===== config.mk =====
export PLATFORM = sky130hd
export DESIGN_NAME = ccs_clock_select
export DESIGN_NICKNAME = d
export VERILOG_FILES = /design/src/inc/ccs_pkg.sv /design/src/ccs_clock_select.sv
export SDC_FILE = /design/constraint.sdc
export NUM_CORES = 1
export LEC_CHECK = 0
export ABC_AREA = 1
export BUFFER_PORTS_ARGS = -buffer_cell sky130_fd_sc_hd__buf_2
export CAP_MARGIN = 20
export CORE_AREA = 2 2 84 86
export DETAILED_ROUTE_END_ITERATION = 7
export DIE_AREA = 0 0 86 88
export PLACE_DENSITY = 0.71
export SLEW_MARGIN = 15
export SYNTH_ARGS = -nofsm -noshare
export SYNTH_HDL_FRONTEND = slang
export SYNTH_SLANG_ARGS = --single-unit

===== constraint.sdc =====
create_clock -name ref_clk -period 2.9 [get_ports ref_clk]
set_clock_uncertainty 0.2 [all_clocks]
set_input_delay 0.29 -clock ref_clk [delete_from_list [all_inputs] [get_ports ref_clk]]
set_output_delay 0.29 -clock ref_clk [all_outputs]
set_load 0.05 [all_outputs]

===== src/inc/ccs_pkg.sv =====
`default_nettype none
package ccs_pkg;

  // ------------------------------------------------------------
  // Register map
  // ------------------------------------------------------------
  localparam logic [15:0] CPU_CLOCK_CONTROL_ADDR = 16'hFFFB;
  localparam logic [7:0]  CPU_CLOCK_CONTROL_RST  = 8'h04;
  localparam int          MAIN_OSC_STOP_BIT      = 7;
  localparam int          ACTIVE_CLOCK_FLAG_BIT  = 5;
  localparam int          SUBCLOCK_SELECT_BIT    = 4;
  localparam int          ZERO_BIT3              = 3;
  localparam int          DIV_SEL_LSB            = 0;
  localparam int          DIV_SEL_W              = 3;
  localparam logic [7:0]  WRITABLE_MASK          = 8'h97;

  // ------------------------------------------------------------
  // Divider codes and timing
  // ------------------------------------------------------------
  localparam logic [2:0]  DIV_1                  = 3'h0;
  localparam logic [2:0]  DIV_16                 = 3'h4;
  localparam int          DIV_STAGES             = 5;
  localparam int          OSC_STAB_EXP           = 17;
  localparam int          SWITCH_INSTR_MAX       = 16;
  localparam int          CLKS_PER_INSTR         = 2;

  typedef enum logic [2:0] {
    CCS_MAIN    = 3'b001,
    CCS_TO_SUB  = 3'b010,
    CCS_SUB     = 3'b100
  } ccs_state_t;

  typedef struct packed {
    logic       wr_en;
    logic       bit_en;
    logic [2:0] bit_idx;
    logic       bit_val;
    logic [15:0] addr;
    logic [7:0] wdata;
  } ccs_wr_t;

endpackage : ccs_pkg
`default_nettype wire


===== src/ccs_clock_select.sv =====
`timescale 1ns/100ps
`default_nettype none
module ccs_clock_select #(
  parameter int STAB_CYCLES  = 2 ** ccs_pkg::OSC_STAB_EXP,
  parameter int SWITCH_DELAY = ccs_pkg::SWITCH_INSTR_MAX * ccs_pkg::CLKS_PER_INSTR
) (
  input  wire logic            ref_clk,
  input  wire logic            reset_n,
  input  wire ccs_pkg::ccs_wr_t wr,
  input  wire logic            rd_en,
  input  wire logic            stop_instr,
  input  wire logic            halt_instr,
  input  wire logic            wake,
  input  wire logic            sub_clk_in,
  output logic [7:0]           rdata,
  output logic                 cpu_clk_en,
  output logic                 main_osc_run,
  output logic                 sub_osc_run,
  output logic                 cpu_run,
  output logic                 halted,
  output logic                 wdt_count_en
);

  // ------------------------------------------------------------
  // Register and state
  // ------------------------------------------------------------
  logic                   main_osc_stop_r;
  logic                   subclock_select_r;
  logic [2:0]             div_sel_r;
  logic [2:0]             div_act_r;
  ccs_pkg::ccs_state_t    state_r;
  logic [$clog2(SWITCH_DELAY+1)-1:0] sw_cnt_r;
  logic [$clog2(STAB_CYCLES+1)-1:0]  stab_cnt_r;
  logic                   stopped_r;
  logic                   halt_r;
  logic [3:0]             div_cnt_r;
  logic [1:0]             sub_sync_r;
  logic                   sub_prev_r;
  logic [7:0]             reg_view;
  logic [7:0]             wval;
  logic                   hit;
  logic                   on_sub;
  logic                   main_tick;
  logic                   sub_tick;
  logic                   main_osc_nxt;

  assign hit    = wr.wr_en && (wr.addr == ccs_pkg::CPU_CLOCK_CONTROL_ADDR);
  assign on_sub = (state_r == ccs_pkg::CCS_SUB);

  always_comb begin
    reg_view = 8'h00;
    reg_view[ccs_pkg::MAIN_OSC_STOP_BIT]     = main_osc_stop_r;
    reg_view[ccs_pkg::ACTIVE_CLOCK_FLAG_BIT] = on_sub;
    reg_view[ccs_pkg::SUBCLOCK_SELECT_BIT]   = subclock_select_r;
    reg_view[ccs_pkg::DIV_SEL_LSB +: ccs_pkg::DIV_SEL_W] = div_sel_r;
  end

  // Bit write merges one bit into current value
  always_comb begin
    wval = reg_view;
    if (wr.bit_en) begin
      wval[wr.bit_idx] = wr.bit_val;
    end else begin
      wval = wr.wdata;
    end
    wval = wval & ccs_pkg::WRITABLE_MASK;
  end

  // ------------------------------------------------------------
  // Control register
  // ------------------------------------------------------------
  always_ff @(posedge ref_clk or negedge reset_n) begin
    if (!reset_n) begin
      main_osc_stop_r   <= ccs_pkg::CPU_CLOCK_CONTROL_RST[ccs_pkg::MAIN_OSC_STOP_BIT];
      subclock_select_r <= ccs_pkg::CPU_CLOCK_CONTROL_RST[ccs_pkg::SUBCLOCK_SELECT_BIT];
      div_sel_r         <= ccs_pkg::CPU_CLOCK_CONTROL_RST[2:0];
    end else if (hit) begin
      main_osc_stop_r   <= wval[ccs_pkg::MAIN_OSC_STOP_BIT];
      subclock_select_r <= wval[ccs_pkg::SUBCLOCK_SELECT_BIT];
      div_sel_r         <= wval[ccs_pkg::DIV_SEL_LSB +: ccs_pkg::DIV_SEL_W];
    end
  end

  always_ff @(posedge ref_clk or negedge reset_n) begin
    if (!reset_n) begin
      rdata <= ccs_pkg::CPU_CLOCK_CONTROL_RST;
    end else if (rd_en) begin
      rdata <= reg_view;
    end
  end

  // ------------------------------------------------------------
  // Divider switch and switch to sub, delayed SWITCH_DELAY ref_clk cycles; return to main only waits for a main tick
  // ------------------------------------------------------------
  always_ff @(posedge ref_clk or negedge reset_n) begin
    if (!reset_n) begin
      state_r   <= ccs_pkg::CCS_MAIN;
      sw_cnt_r  <= '0;
      div_act_r <= ccs_pkg::DIV_16;
    end else begin
      case (state_r)
        ccs_pkg::CCS_MAIN: begin
          if (div_act_r != div_sel_r) begin
            if (sw_cnt_r == ($bits(sw_cnt_r))'(SWITCH_DELAY)) begin
              div_act_r <= div_sel_r;
              sw_cnt_r  <= '0;
            end else begin
              sw_cnt_r <= sw_cnt_r + 1'b1;
            end
          end else if (subclock_select_r) begin
            state_r  <= ccs_pkg::CCS_TO_SUB;
            sw_cnt_r <= '0;
          end else begin
            sw_cnt_r <= '0;
          end
        end
        ccs_pkg::CCS_TO_SUB: begin
          if (!subclock_select_r) begin
            state_r <= ccs_pkg::CCS_MAIN;
          end else if (sw_cnt_r == ($bits(sw_cnt_r))'(SWITCH_DELAY) && sub_tick) begin
            state_r <= ccs_pkg::CCS_SUB;
          end else if (sw_cnt_r != ($bits(sw_cnt_r))'(SWITCH_DELAY)) begin
            sw_cnt_r <= sw_cnt_r + 1'b1;
          end
        end
        ccs_pkg::CCS_SUB: begin
          // Return waits for running main oscillator and edge alignment
          if (!subclock_select_r && main_osc_run && main_tick) begin
            state_r   <= ccs_pkg::CCS_MAIN;
            div_act_r <= div_sel_r;
            sw_cnt_r  <= '0;
          end
        end
        default: begin
          state_r <= ccs_pkg::CCS_MAIN;
        end
      endcase
    end
  end

  // ------------------------------------------------------------
  // Clock enables: main divider and sub clock over two
  // ------------------------------------------------------------
  always_ff @(posedge ref_clk or negedge reset_n) begin
    if (!reset_n) begin
      div_cnt_r <= '0;
    end else if (main_osc_run) begin
      div_cnt_r <= div_cnt_r + 1'b1;
    end
  end

  always_comb begin
    main_tick = 1'b0;
    if (main_osc_run && div_act_r <= ccs_pkg::DIV_16) begin
      main_tick = ((div_cnt_r & ((4'h1 << div_act_r) - 4'h1)) == 4'h0);
    end
  end

  always_ff @(posedge ref_clk or negedge reset_n) begin
    if (!reset_n) begin
      sub_sync_r <= 2'b00;
      sub_prev_r <= 1'b0;
    end else begin
      sub_sync_r <= {sub_sync_r[0], sub_clk_in};
      if (sub_sync_r[1] && !sub_prev_r) begin
        sub_prev_r <= 1'b1;
      end else if (!sub_sync_r[1]) begin
        sub_prev_r <= 1'b0;
      end
    end
  end

  // One tick per two sub clock periods, i.e. sub frequency over two
  logic sub_half_r;
  always_ff @(posedge ref_clk or negedge reset_n) begin
    if (!reset_n) begin
      sub_half_r <= 1'b0;
    end else if (sub_sync_r[1] && !sub_prev_r) begin
      sub_half_r <= !sub_half_r;
    end
  end
  assign sub_tick = sub_sync_r[1] && !sub_prev_r && sub_half_r;

  always_ff @(posedge ref_clk or negedge reset_n) begin
    if (!reset_n) begin
      cpu_clk_en <= 1'b0;
    end else begin
      cpu_clk_en <= on_sub ? (sub_tick && !halt_r)
                           : (main_tick && cpu_run && !halt_r);
    end
  end

  // ------------------------------------------------------------
  // Oscillators, standby and stabilisation
  // ------------------------------------------------------------
  always_ff @(posedge ref_clk or negedge reset_n) begin
    if (!reset_n) begin
      stopped_r <= 1'b0;
      halt_r    <= 1'b0;
    end else begin
      // Entry wins over a wake in the same cycle
      if (stop_instr && !on_sub) begin
        stopped_r <= 1'b1;
      end else if (wake) begin
        stopped_r <= 1'b0;
      end
      if (halt_instr) begin
        halt_r <= 1'b1;
      end else if (wake) begin
        halt_r <= 1'b0;
      end
    end
  end

  always_comb begin
    main_osc_nxt = !stopped_r;
    if (main_osc_stop_r && on_sub) begin
      main_osc_nxt = 1'b0;
    end
  end

  always_ff @(posedge ref_clk or negedge reset_n) begin
    if (!reset_n) begin
      main_osc_run <= 1'b0;
      sub_osc_run  <= 1'b1;
    end else begin
      main_osc_run <= main_osc_nxt;
      sub_osc_run  <= 1'b1;
    end
  end

  always_ff @(posedge ref_clk or negedge reset_n) begin
    if (!reset_n) begin
      stab_cnt_r <= '0;
      cpu_run    <= 1'b0;
    end else if (!cpu_run) begin
      if (stab_cnt_r == ($bits(stab_cnt_r))'(STAB_CYCLES - 1)) begin
        cpu_run <= 1'b1;
      end else begin
        stab_cnt_r <= stab_cnt_r + 1'b1;
      end
    end
  end

  always_ff @(posedge ref_clk or negedge reset_n) begin
    if (!reset_n) begin
      halted       <= 1'b0;
      wdt_count_en <= 1'b0;
    end else begin
      halted       <= halt_r || stopped_r;
      wdt_count_en <= cpu_run && !on_sub && !stopped_r;
    end
  end

endmodule : ccs_clock_select
`default_nettype wire


# Word level (Yosys, flattened, before mapping)
# Index checks and enable logic that the tools add are counted.
op_classes:
  add_sub_neg: 4
  order_cmp: 3
  reduce_logical: 31
  bitwise_logic: 3
  n_shift: 1
  div: 0
  eq_ne: 18
  n_mul: 0
  mux: 31
ops:
  columns: ["cell", "count"]
  rows:
  - ["$mux 6", 6]
  - ["$mux 3", 8]
  - ["$add 18x1->18 const B", 1]
  - ["$eq 18x17->1 const B", 1]
  - ["$pmux 6 s3", 1]
  - ["$eq 16x16->1 const B", 1]
  - ["$logic_and 1x1->1", 15]
  - ["$ne 2x2->1 const B", 7]
  - ["$mux 1", 11]
  - ["$pmux 3 s3", 1]
  - ["$bwmux 8", 1]
  - ["$mux 8", 1]
  - ["$reduce_and 4->1", 2]
  - ["$add 6x1->6 const B", 1]
  - ["$eq 6x6->1 const B", 1]
  - ["$logic_not 1->1", 6]
  - ["$ne 6x6->1 const B", 1]
  - ["$pmux 3 s2", 1]
  - ["$reduce_bool 2->1", 3]
  - ["$reduce_and 5->1", 1]
  - ["$add 4x1->4 const B", 1]
  - ["$and 4x4->4", 1]
  - ["$logic_not 4->1", 1]
  - ["$lt 3x4->1 const B", 1]
  - ["other kinds (15)", 17]
totals:
  register_bits: 56
  output_inout_bits: 14
  n_memories: 0
  mem_bits_rw: 0
  mem_bits_ro: 0
  latch_bits: 0

# Depth between registers and ports, before layout
depth:
  depth_word: 8
  ltp_mapped: 12
  depth_no_buf: 12

# Worst setup path before layout
# Ideal clock, no wire load.
synth_timing:
  path_kind: "register to register"
  from: "register div_act_r[0]"
  to: "register sw_cnt_r[2]"
  slack_ns: 1.028
  stages_incl_launch_ff: 13
  setup_ns: 0.117
  arrival_time_ns: 1.556
  t_required_ns: 2.583
  path_buffers: 0
  path_cell_list: "dfrtp_1 > nor2_2 > nand2_1 > ha_1 > nor2_1 > nor2_1 > nand2_1 > nor2_2 > nand3_1 > nand2_2 > nand2_4 > nand2_1 > nand2_1"
synth_via:
  elab_chain_len: 8
synth_lines:
  columns: ["element", "line_no", "rtl"]
  rows:
  - ["start, declared", "ccs_clock_select.sv:30", "logic [2:0] div_act_r;"]
  - ["start signal, assigned", "ccs_clock_select.sv:99", "div_act_r <= ccs_pkg::DIV_16;"]
  - ["start signal, assigned", "ccs_clock_select.sv:105", "div_act_r <= div_sel_r;"]
  - ["start signal, assigned", "ccs_clock_select.sv:130", "div_act_r <= div_sel_r;"]
  - ["$shl 1x3->4", "ccs_clock_select.sv:155", "main_tick = ((div_cnt_r & ((4'h1 << div_act_r) - 4'h1)) == 4'h0);"]
  - ["$sub 4x1->4", "ccs_clock_select.sv:155", null]
  - ["$and 4x4->4", "ccs_clock_select.sv:155", null]
  - ["$logic_not 4->1", "ccs_clock_select.sv:155", null]
  - ["$mux 1", "ccs_clock_select.sv:154", "if (main_osc_run && div_act_r <= ccs_pkg::DIV_16) begin"]
  - ["$logic_and 1x1->1", "ccs_clock_select.sv:128", "if (!subclock_select_r && main_osc_run && main_tick) begin"]
  - ["$ne 2x1->1 (no source line)", null, null]
  - ["$reduce_and 5->1 (no source line)", null, null]
  - ["end signal, assigned", "ccs_clock_select.sv:108", "sw_cnt_r <= sw_cnt_r + 1'b1;"]
  - ["end signal, assigned", "ccs_clock_select.sv:123", "sw_cnt_r <= sw_cnt_r + 1'b1;"]
  - ["end, declared", "ccs_clock_select.sv:32", "logic [$clog2(SWITCH_DELAY+1)-1:0] sw_cnt_r;"]
# Several ways; a longest one is shown, not always the timed one.
# A chain may end at the register's enable or synchronous reset.

# Worst setup path in the final report
layout_timing:
  from: "register div_act_r[0]"
  to: "register sw_cnt_r[5]"
# The elaborated chain is that of the path after synthesis.

==> metrics.txt <==
run status completed; Routed Antenna Nets 0; Crit Path Category flip-flop to flip-flop; Yosys Warn Count 0; clock latency on the worst-skew pair 0.32 ns; VDD IR max 0.346 mV; syn_area_per_cell 7.79 µm²; PwrDens 485 mW/mm²; RSZ-0062 raised after global routing no; critical path's slowest cell dfrtp_1; Worst-path clk slew 0.10 ns; Setup crit end kind flip-flop; synthesized area 0.00327 mm²; Slew @ Worst Pin 0.562 ns; TritonRoute pass-1 iters 4; GP Congestion 0.819; commonest non-fill, non-tap cell in the layout nand2_1; n_diodes 0; routed length per instance 11.4 µm; buffers and inverters on the worst path 0; Buffers on Ports 44; Die Ht 88 µm; Overall Global Routing Usage 18.2%; r2r startpoint div_act_r[0]; P_leak 1.89 nW; antenna violations before repair 0; FP Rows 30; min Tclk post-route 2.09 ns; DR vias/cell 4.99; Mapped Cells 420; global-route wire length before repair 11,100 µm; Yosys reg bits 56; DRC viols 0; WP data arrival 2.10 ns; worst-path maximum fanout 10; crit path to sw_cnt_r[5]; Worst EP required 2.91 ns; Worst path most repeated cell nand2_1; area delta synth->final 13.7%; Rel. slew slack 62.5%; # IOs 51; Slew Limit Fails 0; area of the die 0.00757 mm²; R2R depth 12; flop-to-flop setup slack 0.81 ns; drt total wl 6290 µm; commonest non-fill, non-tap cells in the layout 109 x nand2_1, 63 x inv_1, 52 x dfrtp_1, 44 x buf_2, 35 x nor2_1; Num CTS Buffers 5; clock root cell clkbuf_8; clock buffer depth 2; r2r endpoint sw_cnt_r[5]; setup TNS 0 ns; largest net degree at the start of global routing 32; Max Freq 478 MHz; Setup violations, final 0; CP startpoint div_act_r[0]; layout cells sized above 1 20.1%; max-cap violations 0; Max H-tree Level 2; clock sink count 56; synth unique cells 35; HP Class input pin to flip-flop; Hold Vio Cnt, Final 0; Worst path depth 12; Iteration-0 DRC Markers 99; Die Wd 86 µm; core area 0.00664 mm²; gr ovfl total 0; crit-path cells nor2_2, nand2_1, ha_1, nor2_1, nor2_1, nand2_1, nor2_2, nand3_1, nand2_2, nand2_4, nand2_1, nand2_1; dpl hpwl 4860 µm; slowest cell delay on critical path 0.45 ns; Tcrit/Tclk final 72.1%; CTS tree yes; initial core utilization 49.2%; via count 2,762; Worst Setup Start Kind flip-flop; sequential area share after synthesis 43.0%; worst hold margin 0.0697 ns; fin nets 514; number of global-route vias before repair 2,590; critical path's top delay family simple AND/OR/NAND/NOR gates; setup bufs post-CTS 0
==> metal layers <==
layer | track usage [%] | up-vias | routed length [µm]
met5 | 0 | - | 0
li1 | - | 1419 | -
met3 | 3.39 | 10 | 212
met4 | 6.20 | 0 | 97
met2 | 31.4 | 44 | 3100
met1 | 23.1 | 1289 | 2880
==> per-stage QoR <==
| step | total power, mW | utilization (%) | instance area [µm²] | std cells | setup slack [ns] |
|---|---|---|---|---|---|
| floorplan | 1.20 | - | 3280 | 421 | 1.03 |
| global placement | 1.29 | 53.6 | 3560 | 540 | 0.855 |
| detailed placement | 1.30 | 53.6 | 3560 | 540 | 0.800 |
| CTS | 1.82 | 56.0 | 3720 | 553 | 0.792 |
| global route | 1.91 | 56.0 | 3720 | 553 | 0.621 |
| finish | 1.80 | 56.0 | 3720 | 553 | 0.810 |
==> logic make-up (layout without fill, tap and decap cells) <==
logic type	Yosys count	in the layout	synth area share, %
xor gates and xnor gates	19	19	5.09
AOI/OAI and AO/OA	46	46	9.14
buffers and inverters	72	124	9.06
DFF	56	56	43.0
adders and majority gates	5	5	1.91
other	2	3	0.230
muxes	2	2	0.688
and+or+nand+nor	218	218	30.9
==> layout make-up <==
cell class | count | area [µm²]
clock inverter | 3 | 42.5
tap | 80 | 100
fill | 604 | 2920
inverter | 65 | 244
timing repair buffer | 51 | 285
multi-input combinational | 293 | 1570
clock buffer | 5 | 68.8
sequential | 56 | 1410
==> worst register-to-register path: cells and delay by family (launching register included) <==
kind                       cells  cell delay, ns
and+or+nand+nor               11            1.07
adders and majority gates      1            0.28
DFF                            1            0.45
==> worst min path at each step <==
stage             from           end  slack [ns]  cells past startpoint
2_1_floorplan  reset_n    cpu_clk_en       -0.21                      0
3_3_place_gp   reset_n  div_cnt_r[2]        0.11                      1
3_5_place_dp   reset_n  div_cnt_r[1]        0.11                      1
4_1_cts          rd_en      rdata[2]        0.05                      2
5_1_grt          rd_en      rdata[2]        0.09                      2
6_report         rd_en      rdata[2]        0.07                      2
==> power by group <==
group          switching, mW  internal (mW)  leakage, nW
clock network          0.255          0.256       0.0541
logic                  0.253          0.141         1.13
registers             0.0550          0.844        0.704
total                  0.564           1.24         1.89
==> state kept, by name, summed over array words and instances (netlist names), 2 cells and up <==
name and count:
stab_cnt_r 18, rdata 6, sw_cnt_r 6, div_cnt_r 4, div_act_r 3, div_sel_r 3
state_r 3, sub_sync_r 2
==> cell usage after synthesis (all sizes together) <==
| cell | number | area share [%] |
|---|---|---|
| o21bai | 3 | 0.69 |
| clkbuf | 2 | 0.23 |
| nand3 | 36 | 6.0 |
| nand3b | 3 | 1.1 |
| conb | 2 | 0.23 |
| nor3 | 13 | 2.8 |
| nor2 | 42 | 5.5 |
| inv | 65 | 7.5 |
| mux2 | 2 | 0.69 |
| nand4 | 9 | 1.7 |
| or2 | 1 | 0.19 |
| a31oi | 1 | 0.19 |
| a21oi | 14 | 2.5 |
| xnor2 | 5 | 1.3 |
| xor2 | 14 | 3.7 |
| o21ai | 27 | 5.5 |
| buf | 5 | 1.4 |
| nand2 | 114 | 14 |
| ha | 5 | 1.9 |
| dfstp | 4 | 3.2 |
| dfrtp | 52 | 40 |
| o2111ai | 1 | 0.27 |
==> what timing repair did <==
item,CTS,global route
hold endpoints to repair,24,0
hold buffers,5,0
endpoints found under the setup margin,0,0
gates resized for setup,0,0
(Power assumes the default switching activity.)
